### src/rtl/swr_pkg.sv
// package: shared types and timing constants for the supervisor watchdog and reset block
package swr_pkg;

  // ********************************************************
  // timing figures (as printed) and clock rate
  // ********************************************************
  localparam int SWR_CLK_HZ = 10_000_000;
  localparam int SWR_UPPER_US = 19000;        // upper bound, typical at nominal setting
  localparam int SWR_LOWER_US = 675;          // lower bound, typical at nominal setting
  localparam int SWR_RESET_US = 19000;        // reset timeout, typical at nominal setting
  localparam int SWR_UV_DELAY_US = 10;        // undervolt detect delay, least figure
  localparam int SWR_UPPER_CYC = SWR_UPPER_US * (SWR_CLK_HZ / 1_000_000);
  localparam int SWR_LOWER_CYC = SWR_LOWER_US * (SWR_CLK_HZ / 1_000_000);
  localparam int SWR_RESET_CYC = SWR_RESET_US * (SWR_CLK_HZ / 1_000_000);
  localparam int SWR_UV_CYC = SWR_UV_DELAY_US * (SWR_CLK_HZ / 1_000_000);
  localparam int SWR_CNT_W = 24;

  // ********************************************************
  // carriers
  // ********************************************************
  typedef struct packed {
    logic rise;
    logic fall;
  } swr_edges_t;

  typedef struct packed {
    logic watchdog_disable_in;
    logic timeout_mode;
    logic global_enable_lockout;
    logic output_good;
  } swr_ctrl_t;

  typedef enum logic [1:0] {
    SWR_WD_IDLE,
    SWR_WD_WATCH,
    SWR_WD_FAULT
  } swr_wd_state_t;

endpackage

### src/rtl/swr_sync_edge.sv
// two-flop synchroniser with registered edge detector
`timescale 1ns/1ns
module swr_sync_edge
  import swr_pkg::*;
(
  input wire logic sys_clk,
  input wire logic reset,
  input wire logic async_in,
  output logic level_out,
  output swr_edges_t edges
);

  logic meta_r;
  logic sync_r;
  logic prev_r;

  // only sync_r reads the first stage; edges come from two later flops
  always_ff @(posedge sys_clk or posedge reset) begin
    if (reset) begin
      meta_r <= 1'b1;
      sync_r <= 1'b1;
      prev_r <= 1'b1;
    end else begin
      meta_r <= async_in;
      sync_r <= meta_r;
      prev_r <= sync_r;
    end
  end

  assign level_out = sync_r;
  assign edges.rise = sync_r & ~prev_r;
  assign edges.fall = ~sync_r & prev_r;

endmodule

### src/rtl/swr_timer.sv
// up counter with clear, reports elapsed cycles
`timescale 1ns/1ns
module swr_timer
  import swr_pkg::*;
#(
  parameter int WIDTH = SWR_CNT_W
) (
  input wire logic sys_clk,
  input wire logic reset,
  input wire logic clear,
  output logic [WIDTH-1:0] count
);

  logic [WIDTH-1:0] count_r;
  logic [WIDTH-1:0] count_nxt;

  // saturate so a long stall never wraps into a false short interval
  assign count_nxt = clear ? '0 : ((&count_r) ? count_r : count_r + 1'b1);

  always_ff @(posedge sys_clk or posedge reset) begin
    if (reset) begin
      count_r <= '0;
    end else begin
      count_r <= count_nxt;
    end
  end

  assign count = count_r;

endmodule

### src/rtl/swr_supervisor.sv
// supervisor: power-good reset generator and window/timeout watchdog
//
// Notes on behaviour
// - disable input stops checking, fault output high
// - window mode: early second fall faults
// - window mode: no fall by upper bound faults
// - timeout mode: any edge kicks, upper only
// - fault pulse lasts the reset timeout period
// - monitoring paused during fault, restarts fresh
// - reset held until good plus reset delay
// - upper and lower bounds set by separate parameters
// - reset delay programmable, but RESET_CYC also sets the fault pulse width
// - loss of good asserts reset after short delay
// - enable low holds all supervisory logic inactive
// - fault ends on timer expiry, reset assertion or watchdog disable
`timescale 1ns/1ns
module swr_supervisor
  import swr_pkg::*;
#(
  parameter int UPPER_CYC = SWR_UPPER_CYC,
  parameter int LOWER_CYC = SWR_LOWER_CYC,
  parameter int RESET_CYC = SWR_RESET_CYC,
  parameter int UV_CYC = SWR_UV_CYC
) (
  input wire logic sys_clk,
  input wire logic reset,
  input wire logic global_enable_lockout,
  input wire logic output_good,
  input wire logic watchdog_disable_in,
  input wire logic mode_timeout,
  input wire logic kick_input,
  output logic reset_out_n,
  output logic watchdog_fault_n
);

  // ********************************************************
  // input synchronisation
  // ********************************************************
  localparam logic [SWR_CNT_W-1:0] UPPER_N = SWR_CNT_W'(UPPER_CYC);
  localparam logic [SWR_CNT_W-1:0] LOWER_N = SWR_CNT_W'(LOWER_CYC);
  localparam logic [SWR_CNT_W-1:0] RESET_N = SWR_CNT_W'(RESET_CYC);
  localparam logic [SWR_CNT_W-1:0] UV_N = SWR_CNT_W'(UV_CYC);

  logic en_m_r, en_s_r, good_m_r, good_s_r, dis_m_r, dis_s_r, mode_m_r, mode_s_r;
  swr_ctrl_t ctrl;
  swr_edges_t kick_edges;

  always_ff @(posedge sys_clk or posedge reset) begin
    if (reset) begin
      en_m_r <= 1'b0;
      en_s_r <= 1'b0;
      good_m_r <= 1'b0;
      good_s_r <= 1'b0;
      dis_m_r <= 1'b1;
      dis_s_r <= 1'b1;
      mode_m_r <= 1'b0;
      mode_s_r <= 1'b0;
    end else begin
      en_m_r <= global_enable_lockout;
      en_s_r <= en_m_r;
      good_m_r <= output_good;
      good_s_r <= good_m_r;
      dis_m_r <= watchdog_disable_in;
      dis_s_r <= dis_m_r;
      mode_m_r <= mode_timeout;
      mode_s_r <= mode_m_r;
    end
  end

  assign ctrl.global_enable_lockout = en_s_r;
  assign ctrl.output_good = good_s_r;
  assign ctrl.watchdog_disable_in = dis_s_r;
  assign ctrl.timeout_mode = mode_s_r;

  swr_sync_edge u_kick (
    .sys_clk(sys_clk),
    .reset(reset),
    .async_in(kick_input),
    .level_out(),
    .edges(kick_edges)
  );

  // ********************************************************
  // power-good reset generator
  // ********************************************************
  typedef enum logic [1:0] {
    SWR_RST_HOLD,
    SWR_RST_DELAY,
    SWR_RST_RUN,
    SWR_RST_DETECT
  } swr_rst_state_t;

  swr_rst_state_t rst_state_r, rst_state_nxt;
  logic rst_clear;
  logic [SWR_CNT_W-1:0] rst_count;
  logic reset_out_n_r, reset_out_n_nxt;
  logic active;

  assign active = ctrl.global_enable_lockout;

  swr_timer u_rst_timer (
    .sys_clk(sys_clk),
    .reset(reset),
    .clear(rst_clear),
    .count(rst_count)
  );

  always_comb begin
    rst_state_nxt = rst_state_r;
    rst_clear = 1'b1;
    unique case (rst_state_r)
      SWR_RST_HOLD: begin
        if (active && ctrl.output_good) begin
          rst_state_nxt = SWR_RST_DELAY;
        end
      end
      SWR_RST_DELAY: begin
        rst_clear = 1'b0;
        if (!active || !ctrl.output_good) begin
          rst_state_nxt = SWR_RST_HOLD;
        end else if (rst_count >= RESET_N - 1'b1) begin
          rst_state_nxt = SWR_RST_RUN;
        end
      end
      SWR_RST_RUN: begin
        if (!active) begin
          rst_state_nxt = SWR_RST_HOLD;
        end else if (!ctrl.output_good) begin
          rst_state_nxt = SWR_RST_DETECT;
        end
      end
      SWR_RST_DETECT: begin
        rst_clear = 1'b0;
        // a brief dip shorter than the detect delay is ignored as a glitch
        if (!active) begin
          rst_state_nxt = SWR_RST_HOLD;
        end else if (ctrl.output_good) begin
          rst_state_nxt = SWR_RST_RUN;
        end else if (rst_count >= UV_N - 1'b1) begin
          rst_state_nxt = SWR_RST_HOLD;
        end
      end
    endcase
  end

  assign reset_out_n_nxt = (rst_state_nxt == SWR_RST_RUN) ||
                           (rst_state_nxt == SWR_RST_DETECT);

  always_ff @(posedge sys_clk or posedge reset) begin
    if (reset) begin
      rst_state_r <= SWR_RST_HOLD;
      reset_out_n_r <= 1'b0;
    end else begin
      rst_state_r <= rst_state_nxt;
      reset_out_n_r <= reset_out_n_nxt;
    end
  end

  assign reset_out_n = reset_out_n_r;

  // ********************************************************
  // watchdog
  // ********************************************************
  swr_wd_state_t wd_state_r, wd_state_nxt;
  logic [SWR_CNT_W-1:0] wd_count;
  logic wd_clear;
  logic wd_enabled;
  logic kick_any;
  logic early_fall;
  logic late;
  logic fault_n_r, fault_n_nxt;

  assign wd_enabled = active && !ctrl.watchdog_disable_in;
  // timeout mode accepts either polarity, window mode only falling edges
  assign kick_any = ctrl.timeout_mode ? (kick_edges.rise | kick_edges.fall)
                                      : kick_edges.fall;
  assign early_fall = !ctrl.timeout_mode && kick_edges.fall &&
                      (wd_count < LOWER_N);
  assign late = (wd_count >= UPPER_N - 1'b1) && !kick_any;

  swr_timer u_wd_timer (
    .sys_clk(sys_clk),
    .reset(reset),
    .clear(wd_clear),
    .count(wd_count)
  );

  always_comb begin
    wd_state_nxt = wd_state_r;
    wd_clear = 1'b1;
    unique case (wd_state_r)
      SWR_WD_IDLE: begin
        if (wd_enabled) begin
          wd_state_nxt = SWR_WD_WATCH;
        end
      end
      SWR_WD_WATCH: begin
        wd_clear = kick_any;
        if (!wd_enabled) begin
          wd_state_nxt = SWR_WD_IDLE;
        end else if (early_fall || late) begin
          wd_state_nxt = SWR_WD_FAULT;
          wd_clear = 1'b1;
        end
      end
      SWR_WD_FAULT: begin
        wd_clear = 1'b0; // kicks during the pulse are ignored
        if (!wd_enabled) begin
          wd_state_nxt = SWR_WD_IDLE;
        end else if (!reset_out_n_nxt) begin
          wd_state_nxt = SWR_WD_IDLE;
        end else if (wd_count >= RESET_N - 1'b1) begin
          wd_state_nxt = SWR_WD_WATCH;
          wd_clear = 1'b1;
        end
      end
      default: begin
        wd_state_nxt = SWR_WD_IDLE;
      end
    endcase
  end

  // watching starts only once the system is out of reset
  assign fault_n_nxt = (wd_state_nxt != SWR_WD_FAULT);

  always_ff @(posedge sys_clk or posedge reset) begin
    if (reset) begin
      wd_state_r <= SWR_WD_IDLE;
      fault_n_r <= 1'b1;
    end else begin
      wd_state_r <= (wd_state_nxt == SWR_WD_WATCH && !reset_out_n_nxt) ?
                    SWR_WD_IDLE : wd_state_nxt;
      fault_n_r <= fault_n_nxt;
    end
  end

  assign watchdog_fault_n = fault_n_r;

endmodule

### config.mk
export PLATFORM = sky130hd
export DESIGN_NAME = swr_supervisor
export DESIGN_NICKNAME = d
export VERILOG_FILES = /design/src/rtl/swr_pkg.sv /design/src/rtl/swr_sync_edge.sv /design/src/rtl/swr_timer.sv /design/src/rtl/swr_supervisor.sv
export SDC_FILE = /design/constraint.sdc
export NUM_CORES = 1
export LEC_CHECK = 0
export ABC_AREA = 1
export ABC_CLOCK_PERIOD_IN_PS = 1900
export BUFFER_PORTS_ARGS = -buffer_cell sky130_fd_sc_hd__buf_2
export CAP_MARGIN = 15
export CELL_PAD_IN_SITES_DETAIL_PLACEMENT = 0
export CELL_PAD_IN_SITES_GLOBAL_PLACEMENT = 1
export CORE_MARGIN = 3
export CORE_UTILIZATION = 41
export CTS_BUF_LIST = sky130_fd_sc_hd__clkbuf_8 sky130_fd_sc_hd__clkbuf_16
export CTS_CLUSTER_SIZE = 8
export DETAILED_ROUTE_END_ITERATION = 8
export PLACE_DENSITY = 0.73
export SYNTH_ARGS = -nofsm -noshare
export SYNTH_HDL_FRONTEND = slang
export SYNTH_HIERARCHICAL = 1
export SYNTH_SLANG_ARGS = --single-unit
### constraint.sdc
create_clock -name sys_clk -period 1.9 [get_ports sys_clk]
set_input_delay 0.095 -clock sys_clk [delete_from_list [all_inputs] [get_ports sys_clk]]
set_output_delay 0.095 -clock sys_clk [all_outputs]
set_load 0.05 [all_outputs]
==> results of run 1 <==
worst max-delay path, stage by stage, from the launching register on:
cell and delay, ns:
dfrtp_1 0.44, inv_1 0.07, nand2_1 0.04, nor2_1 0.10, nand3_1 0.09, nor2_2 0.15, nand2_2 0.08, nand2_2 0.07
nand2_2 0.07, nand2_4 0.07, nand4_1 0.07, nand4_1 0.18, clkinv_2 0.14, buf_4 0.19, nand3_1 0.10, nand2_1 0.06
synthesized netlist by cell type:
master	instances
clkbuf_1	4
nor2_1	92
clkinv_1	2
nor2_2	4
nand4_1	26
a22oi_1	1
o21ai_1	1
buf_6	4
inv_1	85
or2_2	10
o31ai_1	2
nand2_4	3
nor2_4	7
nand3_4	2
o21bai_1	14
a21oi_2	1
nand2_2	18
dfstp_2	6
nand3_1	77
ha_1	6
a21oi_1	8
nand2_1	221
o21ai_0	6
nor3_1	4
dfrtp_1	59
inv_2	3
registers in the layout, indices dropped and copies added (netlist names):
name,flops
u_kick/meta_r,1
active,1
good_m_r,1
wd_state_r,2
rst_state_r,2
en_m_r,1
u_kick/prev_r,1
u_rst_timer/count,24
mode_s_r,1
reset_out_n,1
dis_m_r,1
dis_s_r,1
watchdog_fault_n,1
u_wd_timer/count,24
mode_m_r,1
good_s_r,1
u_kick/level_out,1
layout make-up:
cell class	instances	share of cell area, %
clock buffers	9	2.14
clock inverters	7	1.64
inverters	90	5.85
multi-input cells	503	43.0
flip-flops and latches	65	28.2
well taps	136	2.94
repair buffers	115	16.3
metal layers:
layer  wire (µm)  vias to the layer above  GRT usage, %
met4         245                        0          6.77
met1        5970                     2125          31.2
met3         556                       22          4.52
met5           0                        -             0
li1            -                     2346             -
met2        5980                      113          38.5
cell usage in the layout (no fill, tap or decap), types with 3 or more instances in the layout:
cell type / Yosys / final
nand2_4: 3 / 4
dlygate4sd3_1: 0 / 6
buf_2: 0 / 8
inv_1: 85 / 82
clkinv_2: 0 / 3
dfrtp_1: 59 / 57
buf_12: 0 / 3
ha_1: 6 / 6
inv_2: 3 / 6
nand4_1: 26 / 26
o21ai_0: 6 / 5
nand3_1: 77 / 68
clkbuf_8: 0 / 9
o21bai_1: 14 / 14
a21oi_2: 1 / 4
nor3_1: 4 / 4
dfstp_2: 6 / 6
buf_6: 4 / 7
or2_2: 10 / 10
a21oi_1: 8 / 5
nor2_2: 4 / 8
buf_4: 0 / 90
nor2_1: 92 / 86
nand2_1: 221 / 215
nor2_4: 7 / 9
nand3_2: 0 / 9
nand2_2: 18 / 23
repair_timing:
action / 4_1_cts / 5_1_grt
pin swaps: 18 / 6
gates resized for setup: 27 / 16
gates cloned: 1 / 0
hold buffers: 6 / 0
endpoints found under the setup margin: 24 / 25
endpoints found under the hold margin: 67 / 0
setup buffers: 15 / 3
kinds of logic after synthesis:
kind of cell | Yosys count | synth area share (%)
AO/OA/AOI/OAI | 33 | 4.80
adder cells (fa/ha/maj) | 6 | 1.70
buffers and inverters | 98 | 9.02
flip-flops | 65 | 37.1
AND/OR/NAND/NOR | 464 | 47.4
report_power, final:
group | total, mW | switching [mW] | leakage (nW) | internal, mW
combinational | 0.374 | 0.248 | 1.94 | 0.127
clock | 1.32 | 0.582 | 0.109 | 0.738
sequential | 1.45 | 0.0246 | 0.867 | 1.43
worst max-delay path by stage:
stage | end | slack, ns | cells past startpoint
CTS | u_wd_timer/count[0] | -0.1 | 13
global placement | u_wd_timer/count[1] | -0.24 | 13
finish | u_wd_timer/count[15] | -0.13 | 15
detailed placement | u_wd_timer/count[1] | -0.27 | 13
global route | u_wd_timer/count[14] | -0.27 | 15
floorplan | u_wd_timer/count[10] | 0.07 | 13
==> results.json, run 1 <==
{
  "avgSynthCellArea_um2": 6.62,
  "rsz0062_at_grt": "yes",
  "period_needed_ns": 2.03,
  "grt_pass1_vias": 4570,
  "r2r_end": "u_wd_timer/count[15]",
  "grt_max_degree": 26,
  "failed_checks": "negative setup slack",
  "synth_top_area_share_pct": 33.5,
  "final_util_pct": 55.9,
  "cp.required_ns": 2.14,
  "pin_count": 9,
  "p_total_mw": 3.15,
  "layout.cells.non_filler": 925,
  "design_area_um2": 5800,
  "yosys_warnings": 6,
  "r2r_setup_slack_ns": -0.13,
  "netlist_instances": 666,
  "fp.dieH_um": 110,
  "worstReg2RegStart": "u_rst_timer/count[9]",
  "status": "complete, but fails checks",
  "clk_latency_ns": 0.36,
  "cts_buffers": 9,
  "p_per_area_nw_per_um2": 543,
  "grt_pass1_wl_mm": 21.8,
  "clk_pin_slew_ns": 0.07,
  "antenna_found_initial": 0,
  "place_area_um2": 5210,
  "cts_max_level": 3,
  "first_pass_iters": 5,
  "cts_tree": "yes",
  "area_delta_synth_final_pct": 31.5,
  "viasPerCell": 4.98,
  "slew_violations": 0,
  "startpoint": "u_rst_timer/count[9]",
  "max_slew_margin_pct": 64.7,
  "core_um2": 10400,
  "clk_path_buf_depth": 2,
  "hold_path.class": "input pin to async pin",
  "setup_viol": 25,
  "antenna_cells": 0,
  "max-vdd-ir-drop_mv": 0.520,
  "synth_largest_area_cell": "dfrtp_1",
  "gr-total-overflow": 0,
  "routabilityCongestion": 0.959,
  "dieArea_um2": 12000,
  "start_util_pct": 42.5,
  "cts_sinks": 65,
  "port_buffers": 8,
  "rr_worst_depth": 15,
  "whs_ns": 0.356,
  "grtUsageTotal_pct": 23.4,
  "mappedNetlistArea_um2": 4410,
  "ys_types": 26,
  "timing.fmax_mhz": 492,
  "layout_setup_ws_ns": -0.133,
  "hpwl_mm": 9.77,
  "root_buffer": "clkbuf_8",
  "fin_skew_ns": 0.00692,
  "setup_tns_ns": -2.72,
  "drtIter0Drc": 329,
  "seqCellArea_um2": 1640,
  "multi_input_area_um2": 2490,
  "power.leakage_nw": 2.92,
  "dieWidth_um": 110,
  "synth_seq_area_share_pct": 37.1,
  "ys_ff_latch": 65,
  "endpoint_kind": "flop",
  "drcViolationCount": 0,
  "synth_area_leaders": "dfrtp_1 33%, nand2_1 19%, nand3_1 8.7%",
  "routed_wl_mm": 12.8,
  "synth_nets": 679,
  "num_rows": 37,
  "fillCellCount": 1030,
  "placed_cells": 884,
  "maxCapViolations": 0,
  "finalHoldViolations": 0,
  "place_ws_ns": -0.267,
  "critical_path.max_fanout": 8,
  "cp.arrival_ns": 2.28,
  "critPathLaunchType": "flop",
  "num_vias": 4606,
  "worstMarginPinSlew_ns": 0.527,
  "final_nets": 797,
  "drive_gt1_share_pct": 26.6,
  "ant_nets": 0,
  "timing.final.crit_share_pct": 107,
  "crit_type": "flop to flop",
  "wire_per_inst_um": 13.8
}
Power figures use the tool's default switching activity.
==> inputs of run 2 (changes only) <==
Settings changed: MAX_ROUTING_LAYER set to met4.
==> run 2 against run 1 <==
Compared with the run above: the flow still finishes with violations (negative setup slack); clock power hardly changed; critical path depth stayed put; via count is 0.30% higher; clock skew is 0.0017 ns lower; register-to-register slack worse by 0.03 ns; critical path type unchanged; largest power group unchanged; highest routed layer unchanged.
==> results.json, run 2 (synthesis results as in run 1) <==
{
  "clk_latency_ns": 0.36,
  "grt_pass1_vias": 4571,
  "final_common_cell": "nand2_1",
  "timing.fmax_mhz": 486,
  "placed_cells": 884,
  "crit_slowest_cell": "dfrtp_1",
  "p_per_area_nw_per_um2": 543,
  "grtUsageTotal_pct": 24.0,
  "place_ws_ns": -0.267,
  "max_slew_margin_pct": 64.4,
  "dieWidth_um": 110,
  "drive_gt1_share_pct": 26.3,
  "critical_path.max_fanout": 7,
  "cts_max_level": 3,
  "p_total_mw": 3.15,
  "final_util_pct": 55.9,
  "first_pass_iters": 5,
  "dieArea_um2": 12000,
  "start_util_pct": 42.5,
  "setup_viol": 25,
  "maxCapViolations": 0,
  "drtIter0Drc": 308,
  "drcViolationCount": 0,
  "fin_skew_ns": 0.00524,
  "finalHoldViolations": 0,
  "gr-total-overflow": 0,
  "cp_common_cell": "nand2_2",
  "dr.max_layer_used": "met4",
  "period_needed_ns": 2.06,
  "layout.cells.non_filler": 926,
  "crit_family": "simple AND/OR/NAND/NOR gates",
  "worstPathBufferInverterCount": 3,
  "wire_per_inst_um": 13.8,
  "cts_buffers": 9,
  "slew_violations": 0,
  "slowest_delay_ns": 0.43,
  "route.met2.wl_mm": 6.08,
  "worstMarginPinSlew_ns": 0.532,
  "root_buffer": "clkbuf_8",
  "num_rows": 37,
  "cp.arrival_ns": 2.30,
  "wl_met1_mm": 5.95,
  "whs_ns": 0.355,
  "clk_pin_slew_ns": 0.07,
  "ant_nets": 0,
  "clk_path_buf_depth": 2,
  "grt_pass1_wl_mm": 21.8,
  "layout_setup_ws_ns": -0.159,
  "cts_tree": "yes",
  "final_nets": 798,
  "met3WireLength_um": 543,
  "area_delta_synth_final_pct": 31.4,
  "power.leakage_nw": 2.91,
  "max-vdd-ir-drop_mv": 0.518,
  "final_cell_mix": "215 x nand2_1, 91 x buf_4, 86 x nor2_1",
  "status": "complete, but fails checks",
  "cts_sinks": 65,
  "antenna_found_initial": 0,
  "rsz0062_at_grt": "yes",
  "core_um2": 10400,
  "grt_max_degree": 26,
  "endpoint_kind": "flop",
  "hold_path.class": "input pin to async pin",
  "cp.required_ns": 2.14,
  "pin_count": 9,
  "design_area_um2": 5790,
  "setup_tns_ns": -3.45,
  "num_vias": 4620,
  "fp.dieH_um": 110,
  "port_buffers": 8,
  "antenna_cells": 0,
  "place_area_um2": 5210,
  "routed_wl_mm": 12.8,
  "routabilityCongestion": 0.977,
  "failed_checks": "negative setup slack",
  "hpwl_mm": 9.77,
  "timing.final.crit_share_pct": 108,
  "viasPerCell": 4.99,
  "crit_type": "flop to flop",
  "crit_path_cell_trace": "inv_1 > nand2_1 > nor2_1 > nand3_1 > nor2_2 > nand2_2 > nand2_2 > nand2_2 > nand2_4 > nand4_1 > nand4_1 > clkinv_2 > nand3_4 > buf_12 > o31ai_1",
  "critPathLaunchType": "flop"
}
-- run 2: cell types whose count changed in the layout (fill, tap and decap cells not counted), sizes merged --
cell  delta
buf      +1
-- run 2: worst register-to-register path, delay by kind of cell (launching register included) --
kind | cells | cell delay (ns)
compound gates | 1 | 0.07
buf+inv | 3 | 0.35
flops | 1 | 0.43
simple gates | 11 | 1.08
-- run 2: path summary, 6_finish.rpt --
kind	from	to	slack, ns	cells past startpoint
max in group asynchronous	reset	watchdog_fault_n	1.19	3
min in group sys_clk	good_m_r	good_s_r	0.36	0
max	u_rst_timer/count[9]	u_wd_timer/count[2]	-0.16	15
min	reset	good_s_r	0.36	3
max reg2reg	u_rst_timer/count[9]	u_wd_timer/count[2]	-0.16	15
min reg2reg	good_m_r	good_s_r	0.36	0
-- run 2: report_power, final --
part	switching, mW	internal (mW)
combinational	0.246	0.126
clock	0.584	0.738
sequential	0.0244	1.43
total	0.855	2.29
-- run 2: metal layers --
metal  GRT usage (%)  vias up
met3            4.52       21
met2            38.5      106
met5               -        -
met4            6.77        0
li1                -     2347
met1            31.2     2146
-- run 2: cell type report --
cell class	instances	area [µm²]
Multi-Input combinational cell	503	2480
Clock inverter	7	95.1
Sequential cell	65	1640
Timing Repair Buffer	116	950
Tap cell	136	170
Fill cell	1030	4580
Clock buffer	9	124
Inverter	90	339
-- run 2: timing repair --
item,CTS,global route
resized for setup,27,14
endpoints found under the hold margin,67,0
pin swaps,18,10
gates cloned,1,1
hold buffers,6,0
setup buffers,15,3
setup endpoints to repair,24,25
